<file path="src/verilog/ssc_pkg.sv">
`default_nettype none
package ssc_pkg;
  // ==========================================
  // register map
  localparam logic [31:0] SYSTEM_STATUS_ADDR = 32'h4980001c;
  localparam logic [31:0] SYSTEM_CONTROL_ADDR = 32'h49800020;
  localparam logic [31:0] SYSTEM_STATUS_RESET = 32'h00000000;
  localparam logic [31:0] SYSTEM_CONTROL_RESET = 32'h00000000;
  // ==========================================
  // status bit positions
  localparam int BYTE_ALIGN_FAULT_BIT = 15;
  localparam int TIMEOUT_FAULT_BIT = 14;
  localparam int BIT_STUFF_FAULT_BIT = 13;
  localparam int TOKEN_CRC_FAULT_BIT = 12;
  localparam int DATA_CRC_FAULT_BIT = 11;
  localparam int ELASTIC_OVERRUN_FAULT_BIT = 10;
  localparam int TOGGLE_MISMATCH_FLAG_BIT = 7;
  localparam int LINE_PLUS_LEVEL_BIT = 6;
  localparam int LINE_MINUS_LEVEL_BIT = 5;
  localparam int HOST_SPEED_FLAG_BIT = 4;
  localparam int SPEED_DETECT_DONE_BIT = 3;
  localparam int HOST_RESUME_FLAG_BIT = 2;
  localparam int HOST_SUSPEND_FLAG_BIT = 1;
  localparam int HOST_RESET_FLAG_BIT = 0;
  // clearable flags, error flags
  localparam logic [15:0] STATUS_CLEAR_MASK = 16'hfc8f;
  localparam logic [15:0] ERROR_FLAG_MASK = 16'hfc80;
  // ==========================================
  // control bit positions
  localparam int DMA_COUNT_ZERO_IRQ_EN_BIT = 14;
  localparam int DUAL_IRQ_EN_BIT = 12;
  localparam int ERROR_IRQ_EN_BIT = 8;
  localparam int SPEED_CTRL_ENABLE_BIT = 7;
  localparam int SPEED_END_IRQ_EN_BIT = 6;
  localparam int SPEED_LOGIC_HOLD_BIT = 3;
  localparam int SOFTWARE_RESUME_BIT = 2;
  localparam int SUSPEND_RESPONSE_EN_BIT = 1;
  localparam int RESET_RESPONSE_EN_BIT = 0;
  // writable control bits; bit 4 held at zero
  localparam logic [31:0] CONTROL_WRITE_MASK = 32'h000051cf;
  // ==========================================
  // software end commands and states
  typedef enum logic [1:0] {
    SSC_OP_READ_STATUS = 2'b00,
    SSC_OP_READ_CONTROL = 2'b01,
    SSC_OP_WRITE_CONTROL = 2'b10,
    SSC_OP_CLEAR_STATUS = 2'b11
  } ssc_op_t;
  typedef enum logic [1:0] {
    SSC_ST_IDLE = 2'b00,
    SSC_ST_READ = 2'b01,
    SSC_ST_WRITE = 2'b10,
    SSC_ST_DONE = 2'b11
  } ssc_state_t;
endpackage
`default_nettype wire

</file>
<file path="src/verilog/ssc_reg_if.sv">
`default_nettype none
interface ssc_reg_if;
  logic sel;
  logic wr;
  logic [31:0] addr;
  logic [31:0] wdata;
  logic [31:0] rdata;
  logic ack;
  modport device (input sel, input wr, input addr, input wdata,
                  output rdata, output ack);
  modport software (output sel, output wr, output addr, output wdata,
                    input rdata, input ack);
endinterface
`default_nettype wire

</file>
<file path="src/verilog/ssc_device.sv">
// Summary of operation
// - non-line flags interrupt; write one clears
// - byte alignment fault sets bit 15
// - timeout fault sets bit 14
// - bit stuff fault sets bit 13
// - token crc fault sets bit 12
// - data crc fault sets bit 11
// - elastic overrun sets bit 10
// - toggle mismatch sets bit 7
// - line levels bits 6,5; speed bit 4
// - speed detection end sets bit 3
// - host resume while suspended sets bit 2
// - host suspend sets bit 1
// - host reset sets bit 0
// - control bit 14 enables dma zero interrupt
// - dual enable holds interrupt until cleared
// - control bit 8 gates error flags
// - control bit 7 enables speed detection
// - control bit 6 enables speed end interrupt
// - control bit 3 holds speed detection
// - bit 2 drives resume while suspended
// - suspend acted on only with bit 1
// - reset acted on only with bit 0
`default_nettype none
module ssc_device (
  input wire logic mclk_in,
  input wire logic nrst_in,
  ssc_reg_if.device bus,
  input wire logic byte_align_err_in,
  input wire logic timeout_err_in,
  input wire logic bit_stuff_err_in,
  input wire logic token_crc_err_in,
  input wire logic data_crc_err_in,
  input wire logic elastic_overrun_in,
  input wire logic toggle_mismatch_in,
  input wire logic line_plus_in,
  input wire logic line_minus_in,
  input wire logic high_speed_in,
  input wire logic speed_detect_end_in,
  input wire logic host_resume_in,
  input wire logic host_suspend_in,
  input wire logic host_reset_in,
  input wire logic suspended_in,
  input wire logic dma_count_zero_in,
  output logic irq_out,
  output logic speed_detect_run_out,
  output logic resume_drive_out,
  output logic suspend_accept_out,
  output logic reset_accept_out
);
  // ==========================================
  // registers
  logic [15:0] flags;
  logic [31:0] control;
  logic [31:0] rdata;
  logic ack;
  logic irq_prev;
  logic [2:0] line_state;
  // ==========================================
  // decode
  wire status_hit = bus.addr == ssc_pkg::SYSTEM_STATUS_ADDR;
  wire control_hit = bus.addr == ssc_pkg::SYSTEM_CONTROL_ADDR;
  wire wr_status = bus.sel & bus.wr & status_hit;
  wire wr_control = bus.sel & bus.wr & control_hit;
  wire error_en = control[ssc_pkg::ERROR_IRQ_EN_BIT];
  wire speed_run = control[ssc_pkg::SPEED_CTRL_ENABLE_BIT] &
                   ~control[ssc_pkg::SPEED_LOGIC_HOLD_BIT];
  wire suspend_en = control[ssc_pkg::SUSPEND_RESPONSE_EN_BIT];
  wire reset_en = control[ssc_pkg::RESET_RESPONSE_EN_BIT];
  // ==========================================
  // enables
  wire speed_end_en = control[ssc_pkg::SPEED_END_IRQ_EN_BIT];
  wire dma_zero_en = control[ssc_pkg::DMA_COUNT_ZERO_IRQ_EN_BIT];
  wire resume_req = control[ssc_pkg::SOFTWARE_RESUME_BIT];
  // ==========================================
  // event sources
  wire [15:0] raw_err = {byte_align_err_in,
                         timeout_err_in,
                         bit_stuff_err_in,
                         token_crc_err_in,
                         data_crc_err_in,
                         elastic_overrun_in,
                         2'b00,
                         toggle_mismatch_in,
                         7'h00};
  wire [15:0] raw_host = {12'h000,
                          speed_detect_end_in & speed_run,
                          host_resume_in & suspended_in,
                          host_suspend_in & suspend_en,
                          host_reset_in & reset_en};
  // ==========================================
  // per-bit set and clear
  logic [15:0] set_flags;
  logic [15:0] clr_flags;
  logic [15:0] next_flags;
  genvar b;
  for (b = 0; b < 16; b++) begin : g_flag
    // error events count only with the error enable
    assign set_flags[b] = ssc_pkg::STATUS_CLEAR_MASK[b] &
                          (raw_err[b] & error_en | raw_host[b]);
    // write one clears
    assign clr_flags[b] = ssc_pkg::STATUS_CLEAR_MASK[b] & wr_status &
                          bus.wdata[b];
    // a set in the same cycle beats the clear
    assign next_flags[b] = set_flags[b] | (flags[b] & ~clr_flags[b]);
  end
  // ==========================================
  // interrupt
  wire [15:0] irq_mask = {ssc_pkg::ERROR_FLAG_MASK[15:8] & {8{error_en}},
                          ssc_pkg::ERROR_FLAG_MASK[7] & error_en,
                          3'b000,
                          speed_end_en,
                          3'b111};
  wire dma_irq = dma_count_zero_in &
                 dma_zero_en;
  wire irq_level = |(flags & irq_mask) | dma_irq;
  wire dual_en = control[ssc_pkg::DUAL_IRQ_EN_BIT];
  wire next_irq = dual_en ? irq_level : irq_level & ~irq_prev;
  // ==========================================
  // read data
  wire [31:0] status_view = {16'h0000,
                             flags[15:7],
                             line_state,
                             flags[3:0]};
  wire [31:0] read_view = status_hit ? status_view :
                          control_hit ? control : 32'h00000000;
  // hold the last answer between requests
  wire [31:0] next_rdata = bus.sel ? read_view : rdata;
  // ==========================================
  // status flags
  always_ff @(posedge mclk_in or negedge nrst_in) begin
    if (!nrst_in) begin
      flags <= ssc_pkg::SYSTEM_STATUS_RESET[15:0];
    end else begin
      flags <= next_flags;
    end
  end
  // ==========================================
  // control register
  always_ff @(posedge mclk_in or negedge nrst_in) begin
    if (!nrst_in) begin
      control <= ssc_pkg::SYSTEM_CONTROL_RESET;
    end else if (wr_control) begin
      control <= bus.wdata & ssc_pkg::CONTROL_WRITE_MASK;
    end
  end
  // ==========================================
  // line levels, one edge late
  always_ff @(posedge mclk_in or negedge nrst_in) begin
    if (!nrst_in) begin
      line_state <= 3'b000;
    end else begin
      line_state <= {line_plus_in, line_minus_in, high_speed_in};
    end
  end
  // ==========================================
  // interrupt level history
  // last level, for the pulse mode
  always_ff @(posedge mclk_in or negedge nrst_in) begin
    if (!nrst_in) begin
      irq_prev <= 1'b0;
    end else begin
      irq_prev <= irq_level;
    end
  end
  // ==========================================
  // interrupt output
  always_ff @(posedge mclk_in or negedge nrst_in) begin
    if (!nrst_in) begin
      irq_out <= 1'b0;
    end else begin
      irq_out <= next_irq;
    end
  end
  // ==========================================
  // read data register
  always_ff @(posedge mclk_in or negedge nrst_in) begin
    if (!nrst_in) begin
      rdata <= 32'h00000000;
    end else begin
      rdata <= next_rdata;
    end
  end
  // ==========================================
  // acknowledge
  // one answer for every request cycle
  always_ff @(posedge mclk_in or negedge nrst_in) begin
    if (!nrst_in) begin
      ack <= 1'b0;
    end else begin
      ack <= bus.sel;
    end
  end
  // ==========================================
  // outputs
  assign bus.rdata = rdata;
  assign bus.ack = ack;
  assign speed_detect_run_out = speed_run;
  // resume only while the core is suspended
  assign resume_drive_out = resume_req &
                            suspended_in;
  // host signalling passes only when enabled
  assign suspend_accept_out = host_suspend_in & suspend_en;
  assign reset_accept_out = host_reset_in & reset_en;
endmodule
`default_nettype wire

</file>
<file path="src/flat_wrapper.sv">
// flat-port wrapper written by rule: the top's interface ports become plain ports
module ssc_device_flat 
  (mclk_in, nrst_in, byte_align_err_in, timeout_err_in, bit_stuff_err_in, token_crc_err_in, data_crc_err_in, elastic_overrun_in, toggle_mismatch_in, line_plus_in, line_minus_in, high_speed_in, speed_detect_end_in, host_resume_in, host_suspend_in, host_reset_in, suspended_in, dma_count_zero_in, irq_out, speed_detect_run_out, resume_drive_out, suspend_accept_out, reset_accept_out, bus_sel, bus_wr, bus_addr, bus_wdata, bus_rdata, bus_ack);
  ssc_reg_if bus_i ();
  input wire logic mclk_in;
  input wire logic nrst_in;
  input wire logic byte_align_err_in;
  input wire logic timeout_err_in;
  input wire logic bit_stuff_err_in;
  input wire logic token_crc_err_in;
  input wire logic data_crc_err_in;
  input wire logic elastic_overrun_in;
  input wire logic toggle_mismatch_in;
  input wire logic line_plus_in;
  input wire logic line_minus_in;
  input wire logic high_speed_in;
  input wire logic speed_detect_end_in;
  input wire logic host_resume_in;
  input wire logic host_suspend_in;
  input wire logic host_reset_in;
  input wire logic suspended_in;
  input wire logic dma_count_zero_in;
  output logic irq_out;
  output logic speed_detect_run_out;
  output logic resume_drive_out;
  output logic suspend_accept_out;
  output logic reset_accept_out;
  input wire logic [$bits(bus_i.sel)-1:0] bus_sel;
  input wire logic [$bits(bus_i.wr)-1:0] bus_wr;
  input wire logic [$bits(bus_i.addr)-1:0] bus_addr;
  input wire logic [$bits(bus_i.wdata)-1:0] bus_wdata;
  output wire logic [$bits(bus_i.rdata)-1:0] bus_rdata;
  output wire logic [$bits(bus_i.ack)-1:0] bus_ack;
  assign bus_i.sel = bus_sel;
  assign bus_i.wr = bus_wr;
  assign bus_i.addr = bus_addr;
  assign bus_i.wdata = bus_wdata;
  assign bus_rdata = bus_i.rdata;
  assign bus_ack = bus_i.ack;
  ssc_device u_core (.mclk_in(mclk_in), .nrst_in(nrst_in), .bus(bus_i), .byte_align_err_in(byte_align_err_in), .timeout_err_in(timeout_err_in), .bit_stuff_err_in(bit_stuff_err_in), .token_crc_err_in(token_crc_err_in), .data_crc_err_in(data_crc_err_in), .elastic_overrun_in(elastic_overrun_in), .toggle_mismatch_in(toggle_mismatch_in), .line_plus_in(line_plus_in), .line_minus_in(line_minus_in), .high_speed_in(high_speed_in), .speed_detect_end_in(speed_detect_end_in), .host_resume_in(host_resume_in), .host_suspend_in(host_suspend_in), .host_reset_in(host_reset_in), .suspended_in(suspended_in), .dma_count_zero_in(dma_count_zero_in), .irq_out(irq_out), .speed_detect_run_out(speed_detect_run_out), .resume_drive_out(resume_drive_out), .suspend_accept_out(suspend_accept_out), .reset_accept_out(reset_accept_out));
endmodule
</file>
<file path="config.mk">
export PLATFORM = sky130hd
export DESIGN_NAME = ssc_device_flat
export DESIGN_NICKNAME = d
export VERILOG_FILES = /design/src/verilog/ssc_pkg.sv /design/src/verilog/ssc_reg_if.sv /design/src/verilog/ssc_device.sv /design/src/flat_wrapper.sv
export SDC_FILE = /design/constraint.sdc
export NUM_CORES = 1
export LEC_CHECK = 0
export ABC_AREA = 1
export BUFFER_PORTS_ARGS = -buffer_cell sky130_fd_sc_hd__buf_2
export CAP_MARGIN = 20
export CORE_MARGIN = 4
export CORE_UTILIZATION = 45
export CTS_CLUSTER_DIAMETER = 200
export DETAILED_ROUTE_END_ITERATION = 12
export PLACE_DENSITY = 0.77
export SETUP_SLACK_MARGIN = 0.02
export SLEW_MARGIN = 20
export SYNTH_ARGS = -nofsm -noshare
export SYNTH_HDL_FRONTEND = slang
export SYNTH_SLANG_ARGS = --single-unit
</file>
<file path="constraint.sdc">
create_clock -name mclk_in -period 1.5 [get_ports mclk_in]
set_input_delay 0.15 -clock mclk_in [delete_from_list [all_inputs] [get_ports mclk_in]]
set_output_delay 0.15 -clock mclk_in [all_outputs]
set_load 0.01 [all_outputs]
</file>
== Word-level counts from Yosys, hierarchy flattened ==
Cells that the tools add are included.

* Register bits after elaboration: 58
* Bits of input ports: 84
* Output and inout port bits: 38
* Logic and storage cells: 79

* Equal/unequal tests: 2
* Mux-type cells: 3
* Bitwise operators: 66
* Reduce and logical (&&, ||, !) cells: 1

{| class="wikitable"
|+ Operators by type and width
! operator !! count
|-
| $eq A32 B31 Y1 const B || 2
|-
| $and A1 B1 Y1 || 40
|-
| $and A16 B16 Y16 || 1
|-
| $mux W16 || 1
|-
| $reduce_or A16 Y1 || 1
|-
| $mux W15 || 1
|-
| $not A1 Y1 || 13
|-
| $or A1 B1 Y1 || 12
|-
| $mux W1 || 1
|}

== Logic depth before layout (Yosys ltp) ==
Gate-level depths: netlist of the first run.

* Word-level depth: 6
* Depth in mapped cells: 10
* Depth with buffers taken out: 9

== Worst setup path after synthesis of the first run ==
No wires, ideal clock.

* Kind: input to register
* Start: input port bus_addr[19]
* End: register u_core.flags[13]
* Setup time: 0.116 ns
* Arrival time: 0.990 ns
* Data required time: 1.384 ns
* Path slack: 0.393 ns
* Stages: 9
* Buffers on the path: 1
* Path through: nor2_1 > nand2_1 > nor2_4 > nand2_2 > nor2_8 > buf_12 > nand3_2 > nand2_1 > nand2_1

* Cells in the longest elaborated chain, start to end: 6

{| class="wikitable"
|+ RTL lines
! element !! RTL line !! text
|-
| from (decl) || flat_wrapper.sv:30 || <nowiki>input wire logic [$bits(bus_i.addr)-1:0] bus_addr;</nowiki>
|-
| $eq A32 B31 Y1 || ssc_device.sv:61 || <nowiki>wire status_hit = bus.addr == ssc_pkg::SYSTEM_STATUS_ADDR;</nowiki>
|-
| $and A1 B1 Y1 || ssc_device.sv:63 || <nowiki>wire wr_status = bus.sel & bus.wr & status_hit;</nowiki>
|-
| $and A1 B1 Y1 || ssc_device.sv:102 || <nowiki>assign clr_flags[b] = ssc_pkg::STATUS_CLEAR_MASK[b] & wr_status &</nowiki>
|-
| $not A1 Y1 || ssc_device.sv:105 || <nowiki>assign next_flags[b] = set_flags[b] | (flags[b] & ~clr_flags[b]);</nowiki>
|-
| $and A1 B1 Y1 || ssc_device.sv:105 ||
|-
| $or A1 B1 Y1 || ssc_device.sv:105 ||
|-
| net u_core.next_flags[13] || ssc_device.sv:95 || <nowiki>logic [15:0] next_flags;</nowiki>
|-
| to (signal assigned) || ssc_device.sv:133 || <nowiki>flags <= ssc_pkg::SYSTEM_STATUS_RESET[15:0];</nowiki>
|-
| to (signal assigned) || ssc_device.sv:135 || <nowiki>flags <= next_flags;</nowiki>
|-
| to (decl) || ssc_device.sv:53 || <nowiki>logic [15:0] flags;</nowiki>
|}

The timed path passes the listed nets, and every way through them passes these cells.
A chain may end at the register's enable or synchronous reset.

== Worst setup path after layout of the first run ==
* Start: register u_core.flags[10]
* End: register u_core.irq_out

* Cells in the longest elaborated chain, start to end: 5

{| class="wikitable"
|+ RTL lines
! element !! RTL line !! text
|-
| $and A16 B16 Y16 * || ssc_device.sv:116 || <nowiki>wire irq_level = |(flags & irq_mask) | dma_irq;</nowiki>
|-
| $reduce_or A16 Y1 * || ssc_device.sv:116 ||
|-
| $or A1 B1 Y1 * || ssc_device.sv:116 ||
|-
| $and A1 B1 Y1 || ssc_device.sv:118 || <nowiki>wire next_irq = dual_en ? irq_level : irq_level & ~irq_prev;</nowiki>
|-
| $mux W1 * || ssc_device.sv:118 ||
|-
| net u_core.next_irq || ssc_device.sv:118 ||
|-
| to (signal assigned) || ssc_device.sv:172 || <nowiki>irq_out <= next_irq;</nowiki>
|-
| to (decl) || ssc_device.sv:45 || <nowiki>output logic irq_out,</nowiki>
|}

Mark *: on every way through the listed nets, which the timed path passes. The rest lies on a longest branch.

==> results of run 1 <==
## sequential cells by signal, summed over array words and instances, names as in the netlist
name	count
u_core.bus.rdata	15
u_core.flags	11
u_core.control	9
u_core.line_state	3
u_core.bus.ack	1
u_core.irq_out	1
u_core.irq_prev	1
## layout by cell type (no fill, tap or decap), drive strengths merged
master	n
conb	17
buf	90
a22oi	1
or2	1
nor3	1
nand3	36
o21ai	2
dlygate4sd3	4
nor2	30
dfrtp	41
nand4	2
nor4	1
nand2	138
clkbuf	8
inv	31
## path summary, 6_finish.rpt
kind | startpoint | to | depth (start not counted) | slack (ps)
max in group asynchronous | nrst_in | u_core.control[14] | 3 | 670
hold reg to reg | u_core.irq_prev | u_core.irq_out | 1 | 470
hold / removal | toggle_mismatch_in | u_core.flags[7] | 3 | 60
setup reg to reg | u_core.flags[10] | u_core.irq_out | 3 | 310
setup / recovery | u_core.flags[10] | u_core.irq_out | 3 | 310
min in group asynchronous | nrst_in | u_core.flags[2] | 2 | 360
## power by group through the flow
stage                     clock (mW)  sequential (mW)  combinational, mW
after floorplan                    0             1.13              0.110
after CTS                      0.692             1.11              0.220
after detailed placement           0             1.13              0.211
final                          0.678             1.11              0.217
after global placement             0             1.13              0.207
after global routing           0.726             1.11              0.244
## per-layer routing
| layer | GRT usage, % | vias to the layer above | share of wire, % |
|---|---|---|---|
| met1 | 19.6 | 987 | 38 |
| met5 | 0 | - | 0 |
| met4 | 7.73 | 0 | 2.0 |
| met3 | 3.16 | 10 | 7.5 |
| li1 | - | 1096 | - |
| met2 | 32.6 | 78 | 53 |
## worst register-to-register path, delay by kind of cell, from the launching register on
| family | cells | cell delay (ps) |
|---|---|---|
| flops | 1 | 400 |
| simple gates | 1 | 290 |
| compound gates | 2 | 350 |
## final cells by class
| type | count | area, µm² | share of cell area, % |
|---|---|---|---|
| Multi-Input combinational cell | 229 | 1040 | 36.3 |
| Sequential cell | 41 | 1030 | 35.9 |
| Timing Repair Buffer | 94 | 515 | 18.0 |
| Inverter | 31 | 116 | 4.07 |
| Tap cell | 67 | 83.8 | 2.93 |
| Clock buffer | 8 | 80.1 | 2.80 |
## metrics by stage
step | cell area, µm² | hold WS (ps) | cells | worst slack [ps]
after floorplan | 2370 | -146 | 326 | 393
after global placement | 2740 | 141 | 458 | 186
after detailed placement | 2740 | 139 | 458 | 137
after CTS | 2860 | 51.0 | 470 | 306
after global routing | 2860 | 69.3 | 470 | 241
final | 2860 | 57.7 | 470 | 313
## logic make-up after synthesis
logic type             Yosys count  share of synthesized area [%]
and+or+nand+nor                209                           41.4
buffers and inverters           56                           13.3
DFF                             41                           44.4
AOI/OAI and AO/OA                3                          0.758
other                            1                          0.162
## repair_timing
item / in CTS / in global routing
hold buffers: 4 / 0
hold endpoints to repair: 23 / 0
gates resized for setup: 0 / 0
==> summary.txt, run 1 <==
Floorplan
  – Ports: 122
  – Initial core utilization: 47.7%
  – Total die area: 0.00635 mm²
  – Row cnt: 25
  – Core outline area: 0.00485 mm²
  – Die width: 79.7 µm
  – Die H: 79.7 µm

Global routing
  – Vias in the first global route: 2,134
  – First-pass GRT wire length: 8.86 mm
  – Largest net degree at the start of global routing: 22
  – Initial antenna violation count: 0
  – GRT Util Overall: 17.7%
  – Global route overflow: 0

Synth
  – Synth area leaders: dfrtp_1 44%, nand2_1 22%, nand3_1 6.9%
  – #FFs+latches synth: 41
  – Count leader, synth: nand2_1
  – Post-Synthesis Cell Area: 0.00231 mm²
  – Syn. warnings: 0
  – Post-Synthesis Mean Instance Area: 7.45 µm²
  – Synth top area share: 44.4%
  – EDFF count, synth: 0
  – Register area share after synthesis: 44.4%
  – Synth cell types: 26
  – Post-synth top area cell: dfrtp_1
  – Ys async rst share: 100%
  – Mapped Cells: 310
  – Top_reg_cell synth: dfrtp_1
  – Synth top cells by count: 133 x nand2_1, 41 x dfrtp_1, 32 x nand3_1, 28 x inv_1, 20 x nor2_1

Min path
  – Hold Path Class: in2reg

Final layout
  – Fill count: 455
  – Ant. Diodes: 0
  – Layout Nets: 486
  – Area growth syn-to-layout: 23.7%
  – Final Util: 59.0%
  – Layout cell share with drive strength beyond 1: 29.5%

Clock network
  – Clock H-tree levels: 2
  – Clock root cell: clkbuf_8
  – CTS tree: done
  – Clk Latency, worst-skew pair: 290 ps
  – # clock sinks: 41
  – # Post-CTS Setup Buffers: 0
  – Clk pin slew, worst setup/hold paths: 70 ps
  – CTS Buf Count: 5
  – Max clock buf depth: 2

Routing
  – Total number of vias: 2,171
  – Post-Route WL: 5.43 mm
  – First drt pass iteration count: 4
  – Iteration-0 DRC Markers: 142
  – DRT antenna net count: 0
  – Routed length per instance: 11.5 µm
  – Routed vias/inst: 4.62
  – Drc violations: 0

Setup path
  – Critical-path top delay cell: dfrtp_1
  – Worst path cell trace: or2_2, o21ai_0, a22oi_1
  – Buffers & Inverters on Critical Path: 0
  – CP delay by family, top: flip-flops
  – Crit end category: flop
  – Max Fanout on Critical Path: 3
  – Required time of the critical path: 1650 ps
  – CP max stage delay: 400 ps
  – Nature of the critical path startpoint: flop
  – Critical Setup Path Class: reg2reg
  – Arr. time, crit path: 1340 ps

STA
  – Final Setup Violations: 0
  – RSZ-0062 raised after global routing: false
  – Final Cycle Share: 79.1%
  – Worst Skew: 3.21 ps
  – Final hold vios: 0
  – Setup Total Neg Slack: 0 ps
  – Max-slew violations: 0
  – Max Fclk: 0.842 GHz
  – Min Tclk post-route: 1190 ps

Pwr
  – Net Sw Frac: 23.6%
  – Pleak: 1.78 nW
  – Seq pwr share: 55.4%
  – P_sw: 0.474 mW
  – Power share of the clock group: 33.8%
  – Pint: 1.53 mW
  – Pwr dens: 702 mW/mm²
  – Worst IR Drop VDD: 0.291 mV
  – Logic gate share of total power: 10.8%
  – Tot Pwr: 2.01 mW

Flow run
  – Max Cap Viol: 0

Placed design
  – Final RePlAce weighted congestion: 0.822
  – Detail Placement HPWL: 4.34 mm
  – IO buf count: 85

Outcome
  – Status: completed
Note: power is estimated with default switching activity, not from simulation.
==> inputs of run 2 (changes only) <==
- CORE_UTILIZATION: 45 -> 41
- PLACE_DENSITY: 0.77 -> 0.74
- clock period: 1.5 -> 0.95 ns (I/O delays scaled with it)
==> run 2 against run 1 <==
Net effect: the run now ends with setup timing left; worst setup slack got worse by 420 ps; worst hold slack got worse by 51 ps; utilization rose by 8.5 points; non-clock buffer count rose by 44; largest cell class unchanged.
==> summary.txt, run 2 (synthesis results as in run 1) <==
Outcome
  – Failing checks: setup timing
  – Status: complete, but fails checks (was completed)

Clock network
  – Clock root cell: clkbuf_8 (unchanged)
  – Clk pin slew, worst setup/hold paths: 90 ps (was 70 ps)
  – CTS tree: done (unchanged)
  – Clk Latency, worst-skew pair: 300 ps (was 290 ps)
  – # clock sinks: 41 (unchanged)
  – Max clock buf depth: 2 (unchanged)
  – CTS Buf Count: 5 (unchanged)
  – Clock H-tree levels: 2 (unchanged)

STA
  – Min Tclk post-route: 1060 ps
  – Final hold vios: 0 (unchanged)
  – Max Fclk: 0.946 GHz
  – Max-slew violations: 0 (unchanged)
  – Hold slack: 6.93 ps (was 57.7 ps)
  – Final Cycle Share: 111%
  – Worst Skew: 8.56 ps (was 3.21 ps)
  – RSZ-0062 raised after global routing: true (was false)
  – Final setup margin: -107 ps (was 313 ps)
  – Final Setup Violations: 6 (was 0)

Routing
  – Met1 WL: 2.55 mm (was 2.05 mm)
  – Met3 routed WL: 525 µm (was 408 µm)
  – Routed length per instance: 13.1 µm (was 11.5 µm)
  – First drt pass iteration count: 4 (unchanged)
  – Routed wl met2: 3.69 mm (was 2.86 mm)
  – Top sig layer: met4 (unchanged)
  – Post-Route WL: 6.85 mm (was 5.43 mm)
  – Drc violations: 0 (unchanged)
  – Routed vias/inst: 4.57 (was 4.62)
  – Total number of vias: 2,383 (was 2,171)
  – Iteration-0 DRC Markers: 102 (was 142)
  – DRT antenna net count: 0 (unchanged)

Final layout
  – Fill count: 459 (was 455)
  – Most common cell after layout, fill and taps aside: nand2_1 (unchanged)
  – Multi-input logic area: 0.00131 mm² (was 0.00104 mm²)
  – Area growth syn-to-layout: 59.8% (was 23.7%)
  – Register area: 0.00103 mm² (about the same)
  – Largest regs: u_core.bus.rdata x15, u_core.flags x11, u_core.control x9 (unchanged)
  – Layout cell share with drive strength beyond 1: 49.6% (was 29.5%)
  – Fin cells: 522 (was 470)
  – Ant. Diodes: 0 (unchanged)
  – Max reg flops: 15 (unchanged)
  – Commonest cells after routing, fill and taps aside: 119 x nand2_1, 67 x buf_2, 40 x dfrtp_1 (was 133 x nand2_1, 85 x buf_2, 41 x dfrtp_1)
  – Layout Nets: 533 (was 486)
  – Biggest register: u_core.bus.rdata (unchanged)

Pwr
  – Pleak: 2.13 nW (was 1.78 nW)
  – Pwr dens: 995 mW/mm² (was 702 mW/mm²)
  – Worst IR Drop VDD: 0.883 mV (was 0.291 mV)

Setup path
  – Max Fanout on Critical Path: 2 (was 3)
  – Arr. time, crit path: 960 ps (was 1340 ps)
  – Reg2reg start: u_core.flags[10] (unchanged)
  – Crit end category: output port (was flop)
  – Crit. Startpoint: u_core.control[3] (was u_core.flags[10])
  – Nature of the critical path startpoint: flop (unchanged)
  – Required time of the critical path: 850 ps (was 1650 ps)
  – CP max stage delay: 380 ps (was 400 ps)
  – Critical-path top delay cell: dfrtp_1 (unchanged)
  – Worst path cell trace: nor2_1, buf_2 (was or2_2, o21ai_0, a22oi_1)
  – Critical Setup Path Class: reg2out (was reg2reg)

Floorplan
  – Die width: 83.1 µm (was 79.7 µm)
  – Core outline area: 0.00547 mm² (was 0.00485 mm²)
  – Die H: 83.1 µm (was 79.7 µm)
  – Row cnt: 27 (was 25)
  – Total die area: 0.00690 mm² (was 0.00635 mm²)
  – Initial core utilization: 42.2% (was 47.7%)
  – Ports: 122 (unchanged)

Min path
  – Hold Path Class: in2reg (unchanged)
  – Hold_sp: bus_wdata[12] (was toggle_mismatch_in)

Global routing
  – Vias in the first global route: 2,396 (was 2,134)
  – Initial antenna violation count: 0 (unchanged)
  – First-pass GRT wire length: 10.5 mm (was 8.86 mm)
  – Largest net degree at the start of global routing: 42 (was 22)
  – Global route overflow: 0 (unchanged)
  – GRT Util Overall: 18.8% (was 17.7%)

Placed design
  – Detail Placement HPWL: 4.62 mm (was 4.34 mm)
  – IO buf count: 85 (unchanged)
  – Final RePlAce weighted congestion: 0.910 (was 0.822)
  – Cells after DPL: 483 (was 458)

Flow run
  – Max Cap Viol: 0 (unchanged)
[run 2: cell types whose count changed in the layout (fill, tap and decap cells not counted), sizes merged]
cell,before,now
clkbuf,8,6
nand4,2,3
bufinv,0,1
clkinv,0,1
nor2,30,32
dlygate4sd3,4,10
buf,90,127
clkinvlp,0,1
[run 2: path summary, 6_finish.rpt]
| kind | slack [ps] | end | depth (start not counted) |
|---|---|---|---|
| min in group asynchronous | 290 | u_core.flags[7] | 3 |
| min | 7 | u_core.control[12] | 3 |
| max reg2reg | -70 | u_core.irq_out | 3 |
| min reg2reg | 460 | u_core.irq_out | 1 |
| max in group asynchronous | 460 | u_core.bus.rdata[2] | 3 |
| max | -110 | speed_detect_run_out | 2 |
[run 2: cell type report]
cell class / instances / share of cell area, %
multi-input combinational: 232 / 35.4
clock buffer: 5 / 1.86
tap: 72 / 2.44
timing repair buffer: 138 / 27.9
inverter: 31 / 3.29
clock inverter: 3 / 1.25
sequential: 41 / 27.8
[run 2: worst max-delay path, delay by kind of cell, from the launching register on]
family | cells | cell delay [ps]
DFF | 1 | 380
buffers and inverters | 1 | 150
and+or+nand+nor | 1 | 130
[run 2: per-layer routing]
metal	vias up	GRT usage, %
met3	10	4.66
met1	1086	21.8
met2	90	33.3
li1	1197	-
met5	-	0
met4	0	6.84
[run 2: metrics by stage]
| stage | utilization, % | setup WS (ps) | instance area, µm² | power [mW] | setup TNS, ps |
|---|---|---|---|---|---|
| after floorplan | - | -52.5 | 2490 | 1.98 | -786 |
| after global placement | 55.3 | -289 | 3020 | 2.16 | -8180 |
| after detailed placement | 55.3 | -311 | 3020 | 2.16 | -8820 |
| after CTS | 61.5 | -111 | 3370 | 3.63 | -452 |
| after global routing | 67.5 | -146 | 3690 | 3.84 | -1470 |
| final | 67.5 | -107 | 3690 | 3.67 | -401 |
[run 2: repair_timing]
action,CTS,global route
pin swaps,4,52
endpoints found under the hold margin,50,0
cloned,1,3
gates resized for setup,3,70
setup endpoints to repair,20,51
buffers inserted,12,6
hold buffers,10,0
[run 2: power by group]
| part | switching (mW) | leakage, nW | internal [mW] |
|---|---|---|---|
| combinational | 0.254 | 1.52 | 0.228 |
| sequential | 0.00252 | 0.552 | 1.75 |
| clock | 0.652 | 0.0543 | 0.786 |
